==> src/rtl/acr_pkg.sv <==
// Package: register map, field layout, reset values and timing of the converter control block
package acr_pkg;
  // ----------------------------------------------------------------
  // Register offsets (byte addresses)
  // ----------------------------------------------------------------
  // Each register takes one word: the byte address is four times its index
  localparam logic [3:0] idx_enable_sleep_control = 4'h0;
  localparam logic [3:0] idx_clock_prescale = 4'h1;
  localparam logic [3:0] idx_timebase_reference = 4'h2;
  localparam logic [3:0] idx_status = 4'h3;
  localparam logic [3:0] idx_command = 4'h4;
  localparam logic [11:0] addr_enable_sleep_control = 12'h000;
  localparam logic [11:0] addr_clock_prescale = 12'h004;
  localparam logic [11:0] addr_timebase_reference = 12'h008;
  localparam logic [11:0] addr_status = 12'h00C;
  localparam logic [11:0] addr_command = 12'h010;
  // ----------------------------------------------------------------
  // Field positions
  // ----------------------------------------------------------------
  localparam int bit_enable = 0;
  localparam int bit_low_latency_keep_on = 5;
  localparam int bit_run_in_standby = 7;
  localparam int lsb_clock_divider_select = 0;
  localparam int lsb_reference_select = 0;
  localparam int lsb_timebase = 3;
  localparam int bit_converter_busy_flag = 0;
  localparam int bit_command_start = 0;
  localparam logic [7:0] mask_enable_sleep_control = 8'hA1;
  localparam logic [7:0] mask_clock_prescale = 8'h0F;
  localparam logic [7:0] mask_timebase_reference = 8'hFF;
  // ----------------------------------------------------------------
  // Reset values
  // ----------------------------------------------------------------
  localparam logic [7:0] rst_enable_sleep_control = 8'h00;
  localparam logic [7:0] rst_clock_prescale = 8'h00;
  localparam logic [7:0] rst_timebase_reference = 8'h00;
  // ----------------------------------------------------------------
  // Reference codes
  // ----------------------------------------------------------------
  localparam logic [2:0] ref_supply = 3'h0;
  localparam logic [2:0] ref_external = 3'h2;
  localparam logic [2:0] ref_internal_1024 = 3'h4;
  localparam logic [2:0] ref_internal_4096 = 3'h7;
  // ----------------------------------------------------------------
  // Timing
  // ----------------------------------------------------------------
  localparam int ref_init_time_us = 60;
  localparam int converter_cycles_per_conversion = 13;
  // ----------------------------------------------------------------
  // Sequencer states
  // ----------------------------------------------------------------
  typedef enum logic [4:0] {
    acr_idle = 5'b00001,
    acr_power_up = 5'b00010,
    acr_guard = 5'b00100,
    acr_convert = 5'b01000,
    acr_finish = 5'b10000
  } acr_state_t;
endpackage

==> src/rtl/acr_clock_divider.sv <==
// Prescaler that derives the converter clock enable from the peripheral clock
`timescale 1ns/1ps
module acr_clock_divider (
  input wire logic pclk, // Peripheral clock
  input wire logic presetn, // Asynchronous reset, active low
  input wire logic clk_en, // Freezes state while low
  input wire logic run, // Divider runs while high
  input wire logic [3:0] clock_divider_select, // Division code
  output logic converter_tick, // One-cycle pulse per converter clock period
  output logic converter_clock // Divided clock level
);
  typedef struct packed {
    logic [5:0] count;
    logic level;
  } acr_div_t;

  acr_div_t cur;
  acr_div_t next_cur;

  // Half period in peripheral cycles, minus one
  function automatic logic [5:0] half_minus_one(input logic [3:0] code);
    logic [6:0] ratio;
    ratio = 7'h00;
    if (code < 4'h8)
      ratio = 7'(({3'h0, code} + 7'h01) * 7'h02);
    else if (code < 4'hC)
      ratio = 7'(({3'h0, code} - 7'h03) * 7'h04);
    else
      ratio = 7'(({3'h0, code} - 7'h07) * 7'h08);
    half_minus_one = 6'((ratio >> 1) - 7'h01);
  endfunction

  always_comb
  begin
    next_cur = cur;
    converter_tick = 1'b0;
    if (!run)
    begin
      next_cur.count = 6'h00;
      next_cur.level = 1'b0;
    end
    else if (cur.count >= half_minus_one(clock_divider_select))
    begin
      next_cur.count = 6'h00;
      next_cur.level = !cur.level;
      converter_tick = cur.level;
    end
    else
      next_cur.count = cur.count + 6'h01;
  end

  always_ff @(posedge pclk or negedge presetn)
  begin
    if (!presetn)
      cur <= '0;
    else if (clk_en)
      cur <= next_cur;
  end

  assign converter_clock = cur.level;
endmodule // acr_clock_divider

==> src/rtl/acr_guard_timer.sv <==
// Guard-delay counter in whole microsecond timebase periods
`timescale 1ns/1ps
module acr_guard_timer #(
  parameter int delay_width = 7 // Width of the microsecond count
) (
  input wire logic pclk, // Peripheral clock
  input wire logic presetn, // Asynchronous reset, active low
  input wire logic clk_en, // Freezes state while low
  input wire logic [4:0] timebase, // Peripheral cycles per microsecond, minus one
  input wire logic load, // Start a new delay
  input wire logic [delay_width-1:0] delay_us, // Delay length in microseconds
  output logic running // High while the delay has not expired
);
  typedef struct packed {
    logic [4:0] cycles;
    logic [delay_width-1:0] us_left;
  } acr_guard_t;

  acr_guard_t cur;
  acr_guard_t next_cur;

  always_comb
  begin
    next_cur = cur;
    if (load)
    begin
      next_cur.cycles = 5'h00;
      next_cur.us_left = delay_us;
    end
    else if (cur.us_left != '0)
    begin
      // Timebase code n gives n+1 cycles per period so a zero code still advances
      if (cur.cycles >= timebase)
      begin
        next_cur.cycles = 5'h00;
        next_cur.us_left = cur.us_left - 1'b1;
      end
      else
        next_cur.cycles = cur.cycles + 5'h01;
    end
  end

  always_ff @(posedge pclk or negedge presetn)
  begin
    if (!presetn)
      cur <= '0;
    else if (clk_en)
      cur <= next_cur;
  end

  assign running = (cur.us_left != '0);
endmodule // acr_guard_timer

==> src/rtl/acr_adc_control.sv <==
// Top of the converter control block: APB registers, sequencing, power and reference control
`timescale 1ns/1ps
// ----------------------------------------------------------------
// How it works
// - With run in standby clear the converter stops in standby, but only after finishing a running conversion.
// - With run in standby set the converter runs in standby and requests the main clock when triggered.
// - With low latency clear the analog modules are powered only when a conversion starts.
// - With low latency set the selected analog modules stay powered continuously, except in standby with run in standby clear.
// - Low latency never keeps the clock source running while no conversion is active.
// - Bit 0 of the first control register enables the converter and resets to 0.
// - The 4-bit divider code divides the peripheral clock by 2..16, 20..32 or 40..64.
// - The 5-bit timebase field gives the peripheral cycles making up at least one microsecond.
// - The 3-bit reference code picks the supply, the external input or one of four internal references.
// - After a change to an internal reference a 60 us start-up interval passes before it is used.
// - With low latency and run in standby both set, all conversion modules stay powered in standby.
// - The busy flag clears only after the conversion and all settling delays are over.
// ----------------------------------------------------------------
module acr_adc_control #(
  parameter int ref_init_us = acr_pkg::ref_init_time_us, // Reference start-up time in microseconds
  parameter int conv_cycles = acr_pkg::converter_cycles_per_conversion // Converter clocks per conversion
) (
  input wire logic pclk, // Peripheral clock, 100 MHz
  input wire logic presetn, // Asynchronous reset, active low
  input wire logic clk_en, // Freezes all state while low
  input wire logic psel, // APB select
  input wire logic penable, // APB enable
  input wire logic pwrite, // APB direction
  input wire logic [11:0] paddr, // APB byte address
  input wire logic [31:0] pwdata, // APB write data
  input wire logic [3:0] pstrb, // APB byte strobes
  output logic [31:0] prdata, // APB read data
  output logic pready, // APB ready
  output logic pslverr, // APB error on unmapped address
  input wire logic start_trigger, // Conversion start event
  input wire logic standby_sleep, // System is in standby sleep
  input wire logic core_done, // Analog core reports end of conversion
  input wire logic main_clock_ready, // Main clock source is running
  output logic main_clock_request, // Request main clock for a conversion
  output logic analog_power_on, // Power to the analog modules
  output logic reference_enable, // Enable the selected internal reference
  output logic [2:0] reference_select_out, // Reference choice to the analog side
  output logic converter_clock, // Divided converter clock
  output logic core_start, // One-cycle start pulse to the analog core
  output logic converter_busy_flag // Conversion or settling in progress
);
  typedef struct packed {
    logic [7:0] enable_sleep_control;
    logic [7:0] clock_prescale;
    logic [7:0] timebase_reference;
    acr_pkg::acr_state_t state;
    logic [7:0] conv_count;
    logic pending;
    logic [31:0] rdata;
    logic start_pulse;
  } acr_top_t;

  acr_top_t cur;
  acr_top_t next_cur;
  logic converter_tick;
  logic guard_running;
  logic guard_load;
  logic access;
  logic wr;
  logic enable;
  logic run_in_standby;
  logic low_latency_keep_on;
  logic [2:0] reference_select;
  logic [2:0] next_reference_select;
  logic stalled;
  logic converting;

  // ----------------------------------------------------------------
  // Helpers
  // ----------------------------------------------------------------
  function automatic logic is_internal_ref(input logic [2:0] code);
    is_internal_ref = (code >= acr_pkg::ref_internal_1024) && (code <= acr_pkg::ref_internal_4096);
  endfunction

  function automatic logic [7:0] merge(input logic [7:0] old, input logic [7:0] data,
                                       input logic lane, input logic [7:0] mask);
    merge = lane ? (data & mask) : old;
  endfunction

  assign enable = cur.enable_sleep_control[acr_pkg::bit_enable];
  assign run_in_standby = cur.enable_sleep_control[acr_pkg::bit_run_in_standby];
  assign low_latency_keep_on = cur.enable_sleep_control[acr_pkg::bit_low_latency_keep_on];
  assign reference_select = cur.timebase_reference[acr_pkg::lsb_reference_select +: 3];
  assign converting = (cur.state != acr_pkg::acr_idle);
  // Standby without run-in-standby stops new work; running conversions finish first
  assign stalled = standby_sleep && !run_in_standby;

  // ----------------------------------------------------------------
  // APB decode
  // ----------------------------------------------------------------
  assign access = psel && penable;
  assign wr = access && pwrite;
  assign pready = 1'b1;
  assign pslverr = access && (paddr[1:0] != 2'b00 || paddr > acr_pkg::addr_command);
  assign prdata = cur.rdata;

  always_comb
  begin
    next_reference_select = reference_select;
    if (wr && paddr == acr_pkg::addr_timebase_reference && pstrb[0])
      next_reference_select = pwdata[acr_pkg::lsb_reference_select +: 3];
  end
  // Any write that moves to an internal reference restarts the start-up interval
  assign guard_load = (next_reference_select != reference_select) && is_internal_ref(next_reference_select);

  // ----------------------------------------------------------------
  // Next state
  // ----------------------------------------------------------------
  always_comb
  begin
    next_cur = cur;
    next_cur.start_pulse = 1'b0;
    if (wr && paddr == acr_pkg::addr_enable_sleep_control)
      next_cur.enable_sleep_control = merge(cur.enable_sleep_control, pwdata[7:0], pstrb[0],
                                            acr_pkg::mask_enable_sleep_control);
    if (wr && paddr == acr_pkg::addr_clock_prescale)
      next_cur.clock_prescale = merge(cur.clock_prescale, pwdata[7:0], pstrb[0],
                                      acr_pkg::mask_clock_prescale);
    if (wr && paddr == acr_pkg::addr_timebase_reference)
      next_cur.timebase_reference = merge(cur.timebase_reference, pwdata[7:0], pstrb[0],
                                          acr_pkg::mask_timebase_reference);
    // Read data is registered at the setup cycle so it stands for the access cycle
    if (psel && !penable && !pwrite)
    begin
      next_cur.rdata = 32'h0000_0000;
      case (paddr)
        acr_pkg::addr_enable_sleep_control: next_cur.rdata[7:0] = cur.enable_sleep_control;
        acr_pkg::addr_clock_prescale: next_cur.rdata[7:0] = cur.clock_prescale;
        acr_pkg::addr_timebase_reference: next_cur.rdata[7:0] = cur.timebase_reference;
        acr_pkg::addr_status: next_cur.rdata[acr_pkg::bit_converter_busy_flag] = converter_busy_flag;
        default: next_cur.rdata = 32'h0000_0000;
      endcase
    end
    case (cur.state)
      acr_pkg::acr_idle:
      begin
        next_cur.conv_count = 8'h00;
        if (cur.pending && enable && !stalled)
          next_cur.state = acr_pkg::acr_power_up;
      end
      acr_pkg::acr_power_up:
      begin
        // Clock start-up delay is paid here even under low latency
        if (!enable)
          next_cur.state = acr_pkg::acr_idle;
        else if (main_clock_ready)
          next_cur.state = acr_pkg::acr_guard;
      end
      acr_pkg::acr_guard:
      begin
        if (!enable)
          next_cur.state = acr_pkg::acr_idle;
        else if (!guard_running && !guard_load)
        begin
          next_cur.state = acr_pkg::acr_convert;
          next_cur.pending = 1'b0;
          next_cur.start_pulse = 1'b1;
        end
      end
      acr_pkg::acr_convert:
      begin
        // Ends on the core's report or after the nominal number of converter clocks
        if (core_done || cur.conv_count >= 8'(conv_cycles))
          next_cur.state = acr_pkg::acr_finish;
        else if (converter_tick)
          next_cur.conv_count = cur.conv_count + 8'h01;
      end
      acr_pkg::acr_finish:
      begin
        if (!guard_running && !guard_load)
          next_cur.state = acr_pkg::acr_idle;
      end
      default: next_cur.state = acr_pkg::acr_idle;
    endcase
    // A trigger while busy is held once; one on the start edge beats the clear so it is not lost
    if (enable && (start_trigger ||
        (wr && paddr == acr_pkg::addr_command && pstrb[0] && pwdata[acr_pkg::bit_command_start])))
      next_cur.pending = 1'b1;
    if (!enable)
      next_cur.pending = 1'b0;
  end

  always_ff @(posedge pclk or negedge presetn)
  begin
    if (!presetn)
    begin
      cur <= '0;
      cur.enable_sleep_control <= acr_pkg::rst_enable_sleep_control;
      cur.clock_prescale <= acr_pkg::rst_clock_prescale;
      cur.timebase_reference <= acr_pkg::rst_timebase_reference;
      cur.state <= acr_pkg::acr_idle;
    end
    else if (clk_en)
      cur <= next_cur;
  end

  // ----------------------------------------------------------------
  // Submodules
  // ----------------------------------------------------------------
  acr_clock_divider u_divider (
    .pclk(pclk),
    .presetn(presetn),
    .clk_en(clk_en),
    .run(enable && converting),
    .clock_divider_select(cur.clock_prescale[acr_pkg::lsb_clock_divider_select +: 4]),
    .converter_tick(converter_tick),
    .converter_clock(converter_clock)
  );

  acr_guard_timer #(
    .delay_width(7)
  ) u_guard (
    .pclk(pclk),
    .presetn(presetn),
    .clk_en(clk_en),
    .timebase(cur.timebase_reference[acr_pkg::lsb_timebase +: 5]),
    .load(guard_load),
    .delay_us(7'(ref_init_us)),
    .running(guard_running)
  );

  // ----------------------------------------------------------------
  // Outputs to the analog side
  // ----------------------------------------------------------------
  // Clock requested only while a conversion is under way, never held by low latency
  assign main_clock_request = converting && (run_in_standby || !standby_sleep);
  // Low latency keeps power in standby only with run in standby; otherwise only per conversion
  assign analog_power_on = enable && (converting ||
                           (low_latency_keep_on && (!standby_sleep || run_in_standby)));
  assign reference_enable = analog_power_on && is_internal_ref(reference_select);
  assign reference_select_out = reference_select;
  assign core_start = cur.start_pulse;
  assign converter_busy_flag = converting || guard_running;
endmodule // acr_adc_control

==> config.mk <==
export PLATFORM = sky130hd
export DESIGN_NAME = acr_adc_control
export DESIGN_NICKNAME = d
export VERILOG_FILES = /design/src/rtl/acr_pkg.sv /design/src/rtl/acr_clock_divider.sv /design/src/rtl/acr_guard_timer.sv /design/src/rtl/acr_adc_control.sv
export SDC_FILE = /design/constraint.sdc
export NUM_CORES = 1
export LEC_CHECK = 0
export ABC_AREA = 0
export BUFFER_PORTS_ARGS = -buffer_cell sky130_fd_sc_hd__buf_2
export CELL_PAD_IN_SITES_DETAIL_PLACEMENT = 2
export CELL_PAD_IN_SITES_GLOBAL_PLACEMENT = 2
export CORE_MARGIN = 2
export CORE_UTILIZATION = 29
export CTS_CLUSTER_SIZE = 40
export DETAILED_ROUTE_END_ITERATION = 7
export PLACE_DENSITY_LB_ADDON = 0.1
export SETUP_SLACK_MARGIN = 0.15
export SYNTH_ARGS = -nofsm -noshare
export SYNTH_HDL_FRONTEND = slang
export SYNTH_SLANG_ARGS = --single-unit
==> constraint.sdc <==
create_clock -name pclk -period 2.7 [get_ports pclk]
set_input_delay 0 -clock pclk [delete_from_list [all_inputs] [get_ports pclk]]
set_output_delay 0 -clock pclk [all_outputs]
set_load 0.01 [all_outputs]
# == Yosys cells after proc, flatten, opt, wreduce, memory -nomap -nowiden ==
# Cells that the tools add are included.
# word_totals
register_bits,57
out_inout_bits,43
# classes
n_addsub,8
order_cmp,10
eq_ne,21
mux,33
n_reduce_logical,55
# op_table
cell,count
$mux W5,8
$mux W7,5
$logic_and A1 B1 Y1,25
$pmux W5 S5,1
$eq A12 B4 Y1 const B,2
$mux W12,2
$pmux W7 S3,1
$mux W8,2
$pmux W8 S2,1
$reduce_and A3 Y1,5
$eq A12 B3 Y1 const B,1
$eq A12 B5 Y1 const B,1
$gt A12 B5 Y1 const B,1
$logic_not A12 Y1,1
$ne A2 B2 Y1 const B,6
$mux W1,10
$add A8 B1 Y8 const B,1
$ge A8 B4 Y1 const B,1
$logic_not A1 Y1,8
$lt A4 B4 Y1 const B,2
$reduce_bool A2 Y1,4
$reduce_bool A7 Y1,1
$sub A7 B1 Y7 const B,1
$add A6 B1 Y6 const B,1
other kinds (25),36

# == Logic depth before layout (Yosys ltp) ==
# logic_depth
word_depth,14
ltp_mapped,14

# == Modules after synthesis ==
# From an unflattened synthesis, not the netlist that was laid out.
# unflattened
hier_cells,409
area_unflattened_um2,3913.8
# by_module_without_submodules
mod,n_inst,cells_each,area_per_inst_um2,seq_area_each_um2
acr_adc_control,1,226,2352.3,952.2
acr_guard_timer,1,100,863.3,300.3
acr_clock_divider,1,83,698.2,175.2

# == Least setup slack after synthesis ==
# No wires, ideal clock.
# synth_timing
kind,register to register
from,register cur[55] in the netlist's numbering
to,register cur[37] in the netlist's numbering
setup_ps,78
arrival_time_ps,2928
setup_slack_ps,-306
stages_incl_launch_ff,14
cell_sequence,dfrtp_1 > ha_1 > mux2i_1 > nor2_1 > a21oi_1 > nand3_1 > nand3b_1 > xnor2_1 > ha_1 > o211ai_1 > o21a_1 > clkbuf_1 > or4_1 > a21oi_1
# synth_via
elab_chain_cells,10
elab_cells_between_ends,14
cone_classes,4 x add/sub; 3 x order compare; 1 x eq/ne; 5 x mux; 1 x reduce/logical
# synth_rtl
item,line,text
start: declaration,acr_adc_control.sv:57,acr_top_t cur;
start signal: assignment,acr_adc_control.sv:198,cur <= next_cur;
$sub A4 B2 Y5 (tied with other cells),acr_clock_divider.sv:27,"ratio = 7'(({3'h0, code} - 7'h03) * 7'h04);"
$mux W7,acr_clock_divider.sv:26,else if (code < 4'hC)
$mux W7 (*),acr_clock_divider.sv:24,if (code < 4'h8)
$mux W7 (*),acr_clock_divider.sv:37,if (!run)
$sub A6 B1 Y6 (*),acr_clock_divider.sv:30,half_minus_one = 6'((ratio >> 1) - 7'h01);
$ge A6 B6 Y1 (*),acr_clock_divider.sv:42,else if (cur.count >= half_minus_one(clock_divider_select))
$mux W1 (*),acr_clock_divider.sv:42,
$mux W1 (*),acr_clock_divider.sv:37,
$ne A2 B2 Y1 (no source line) (*),--,
$reduce_and A4 Y1 (no source line) (*),--,
# Mark *: on every way between the ends. The rest lies on a longest branch, timed or not. The select of a mux whose other input is x is not followed.
# A chain may end at the register's enable or synchronous reset.

# == Worst setup path in the final report ==
# layout_timing
from,register cur[56] in the netlist's numbering
to,register u_divider.cur[3] in the netlist's numbering
# layout_via
elab_chain_cells,8
elab_cells_between_ends,12
cone_classes,4 x add/sub; 3 x order compare; 5 x mux
# layout_rtl
item,line,text
$sub A4 B2 Y5 (tied with other cells),acr_clock_divider.sv:27,
$mux W7,acr_clock_divider.sv:26,
$mux W7 (*),acr_clock_divider.sv:24,
$mux W7 (*),acr_clock_divider.sv:37,
$sub A6 B1 Y6 (*),acr_clock_divider.sv:30,
$ge A6 B6 Y1 (*),acr_clock_divider.sv:42,
$mux W6 (*),acr_clock_divider.sv:42,
$mux W7 (*),acr_clock_divider.sv:37,
end signal: assignment,acr_clock_divider.sv:57,cur <= next_cur;
end: declaration,acr_clock_divider.sv:17,acr_div_t cur;
# Marks and branches as above.

==> impl_metrics.csv <==
group,metric,value,unit
run_status,status,"complete, but fails checks",
run_status,violations,"setup timing",
global_routing,grt-ovfl-total,0,
floorplanning,core_area,0.0126,sq mm
synthesis,synth-edff-count,0,
clock_network,cts_made_buffers,9,
detailed_routing,final_antenna_net_count,0,
layout,final_common_cell,"dfrtp_1",
clock_network,insertion_delay,340,ps
synthesis,synth-async-reset-ratio,1.00,
detailed_routing,wire_per_inst,16.6,um
floorplanning,die_area,0.0138,sq mm
timing,period_share,1.06,
synthesis,ys.flop_type,"dfrtp_1",
timing,drv_slew,0,
floorplanning,start_util,0.297,
setup_path,worstSetupPathType,"flip-flop to flip-flop",
floorplanning,num_io_pins,101,
setup_path,crit_family,"compound AO/OA/AOI/OAI gates",
timing,setup_tns,-707,ps
setup_path,cp_max_fo,5,
setup_path,worstSetupStartpointType,"flip-flop",
clock_network,cts_tree,"done",
synthesis,synth_cell_types,64,
timing,relSlewSlack,0.353,
setup_path,rrSetupSlack,-150,ps
synthesis,syn_area,0.00375,sq mm
timing,fin_worst_skew,8.53,ps
detailed_routing,avgViaCountPerCell,4.87,
clock_network,numClockSinks,57,
timing,fmax,351,MHz
place,hpwl,8.07,mm
clock_network,cts.root.buffer_cell,"clkbuf_16",
setup_path,max_stage_delay,410,ps
global_routing,antenna_found_initial,0,
layout,drive_above_1_share,0.340,
clock_network,path_clk_slew,60,ps
detailed_routing,drc_errors,0,
place,port-buffer-count,48,
hold_path,hold_class,"primary input to flip-flop",
detailed_routing,drt_pass1_iterations,4,
floorplanning,num_rows,41,
timing,rsz0062_at_grt,"yes",
setup_path,cp-end-kind,"flip-flop",
synthesis,synth_seq_area_share,0.381,
run,drv_cap,0,
setup_path,arrival,3110,ps
layout,area_growth_syn_to_layout,29.2,%
global_routing,grt_pass1_wl,18.4,mm
layout,antenna_cells,0,
pwr,power_leakage,2.23,nW
global_routing,grt_pass1_vias,3582,
place,gp_congestion,0.731,
pwr,cellPowerDensity,556,mW/mm^2
global_routing,grt_usage,0.166,
setup_path,slowest_stage,"dfrtp_1",
synthesis,ys_seq_elements,57,
layout,layout_common_cells,"54 x dfrtp_1, 48 x buf_2, 34 x buf_4",
synthesis,yosysWarnings,0,
floorplanning,die_w,118,um
synthesis,syn_inst,396,
timing,fin_ws,-153,ps
timing,period_needed,2850,ps
timing,finalHoldViolCount,0,
timing,setup_violations,7,
pwr,peakVddDrop,0.000288,V
layout,nets,553,
setup_path,crit_chain,"ha_4, mux2i_1, nor2_1, a21oi_2, buf_4, nand3_4, xnor2_2, ha_1, a21o_1, a21oi_4, o21a_4, buf_4, buf_6, nand3_4, o22ai_2",
setup_path,required,2960,ps
detailed_routing,routed_wl,10.8,mm
floorplanning,die_y,118,um
clock_network,clockBufferDepth,2,
detailed_routing,vias,3173,
detailed_routing,first_iter_violations,105,
global_routing,grt_max_degree,39,
clock_network,cts_max_level,3,
place,pre_cts_ws,-172,ps
synthesis,synth.avg_cell_area,9.46,sq um
timing,tightest_slew,971,ps
setup_path,critPathBufInv,3,
==> area by class of cell <==
type | instances | area (sq um)
clock buffer | 10 | 229
clock inverter | 6 | 67.6
fill | 1405 | 7780
inverter | 22 | 82.6
multi-input combinational | 291 | 2190
sequential | 57 | 1430
tap | 172 | 215
timing repair buffer | 94 | 619
==> cells by family (layout without fill, tap and decap cells) <==
logic type	Yosys count	count (layout)	share of synthesized area
flops	57	57	0.381
fa+ha+maj	20	20	0.0668
compound gates	83	83	0.149
buf+inv	71	132	0.108
other cells	2	25	0.00200
mux	24	24	0.0698
xor+xnor	9	9	0.0210
simple gates	130	130	0.203
==> final timing paths <==
kind,startpoint,to,depth (start not counted)
max,cur[56],u_divider.cur[3],15
min,start_trigger,cur[33],3
max reg2reg,cur[56],u_divider.cur[3],15
min reg2reg,prdata[6],prdata[6],2
max in group asynchronous,presetn,cur[55],3
min in group asynchronous,presetn,u_guard.cur[1],2
==> tightest hold or removal path: stages <==
cell     delay (ps)
buf_2           110
o211a_1         150
a211o_1          90
==> metrics by stage <==
step | hold WS (ps) | cells | cell area, sq um | util | total power (W)
global placement | 209 | 617 | 4190 | 0.332 | 0.00152
global route | 65.0 | 652 | 4840 | 0.383 | 0.00285
detailed placement | 214 | 617 | 4190 | 0.332 | 0.00155
CTS | 37.8 | 648 | 4660 | 0.369 | 0.00274
finish | 54.8 | 652 | 4840 | 0.383 | 0.00269
floorplan | -296 | 419 | 3860 | - | 0.00137
==> layer usage <==
metal	routed length, um	global-route usage	vias to the layer above
met4	182	0.0655	0
met3	365	0.0349	11
met5	0	0	-
li1	-	-	1511
met2	5260	0.279	59
met1	5040	0.208	1592
==> Yosys cell counts (3+ instances only) <==
cell type / instances / area share
nor2_1: 19 / 0.019
xnor2_1: 7 / 0.016
dfrtp_1: 56 / 0.37
o21a_1: 4 / 0.0080
nand2b_1: 3 / 0.0050
nand3_1: 15 / 0.020
a21o_1: 3 / 0.0060
a22oi_1: 6 / 0.012
ha_1: 20 / 0.067
and2_1: 4 / 0.0067
nor2b_1: 8 / 0.013
inv_1: 22 / 0.022
a21oi_1: 19 / 0.025
nor3_1: 7 / 0.0094
a31oi_1: 4 / 0.0067
buf_4: 36 / 0.072
nand2_1: 34 / 0.034
or4_1: 5 / 0.010
mux2i_1: 7 / 0.019
mux2_2: 17 / 0.051
o22ai_1: 4 / 0.0067
nand3b_1: 4 / 0.0080
o21ai_0: 19 / 0.025
nor4_1: 4 / 0.0067
nor3b_1: 3 / 0.0060
clkbuf_1: 11 / 0.011
o31ai_1: 6 / 0.012
==> where the power goes <==
group	switching, W	internal [W]
registers	0.0000855	0.000931
logic	0.000300	0.000222
clock network	0.000435	0.000717
total	0.000821	0.00187
==> registers in the layout, indices dropped and copies added, names as in the netlist <==
| signal | cells |
|---|---|
| u_divider.converter_clock | 1 |
| cur | 26 |
| u_divider.cur | 6 |
| u_guard.cur | 12 |
| prdata | 8 |
| core_start | 1 |
| reference_select_out | 3 |
==> what timing repair did <==
| action | 4_1_cts | 5_1_grt |
|---|---|---|
| hold endpoints to repair | 49 | 0 |
| pin swaps | 2 | 17 |
| buffers inserted | 6 | 4 |
| setup endpoints to repair | 12 | 12 |
| hold buffers | 9 | 0 |
| resized for setup | 10 | 31 |
Power figures use the tool's default switching activity.
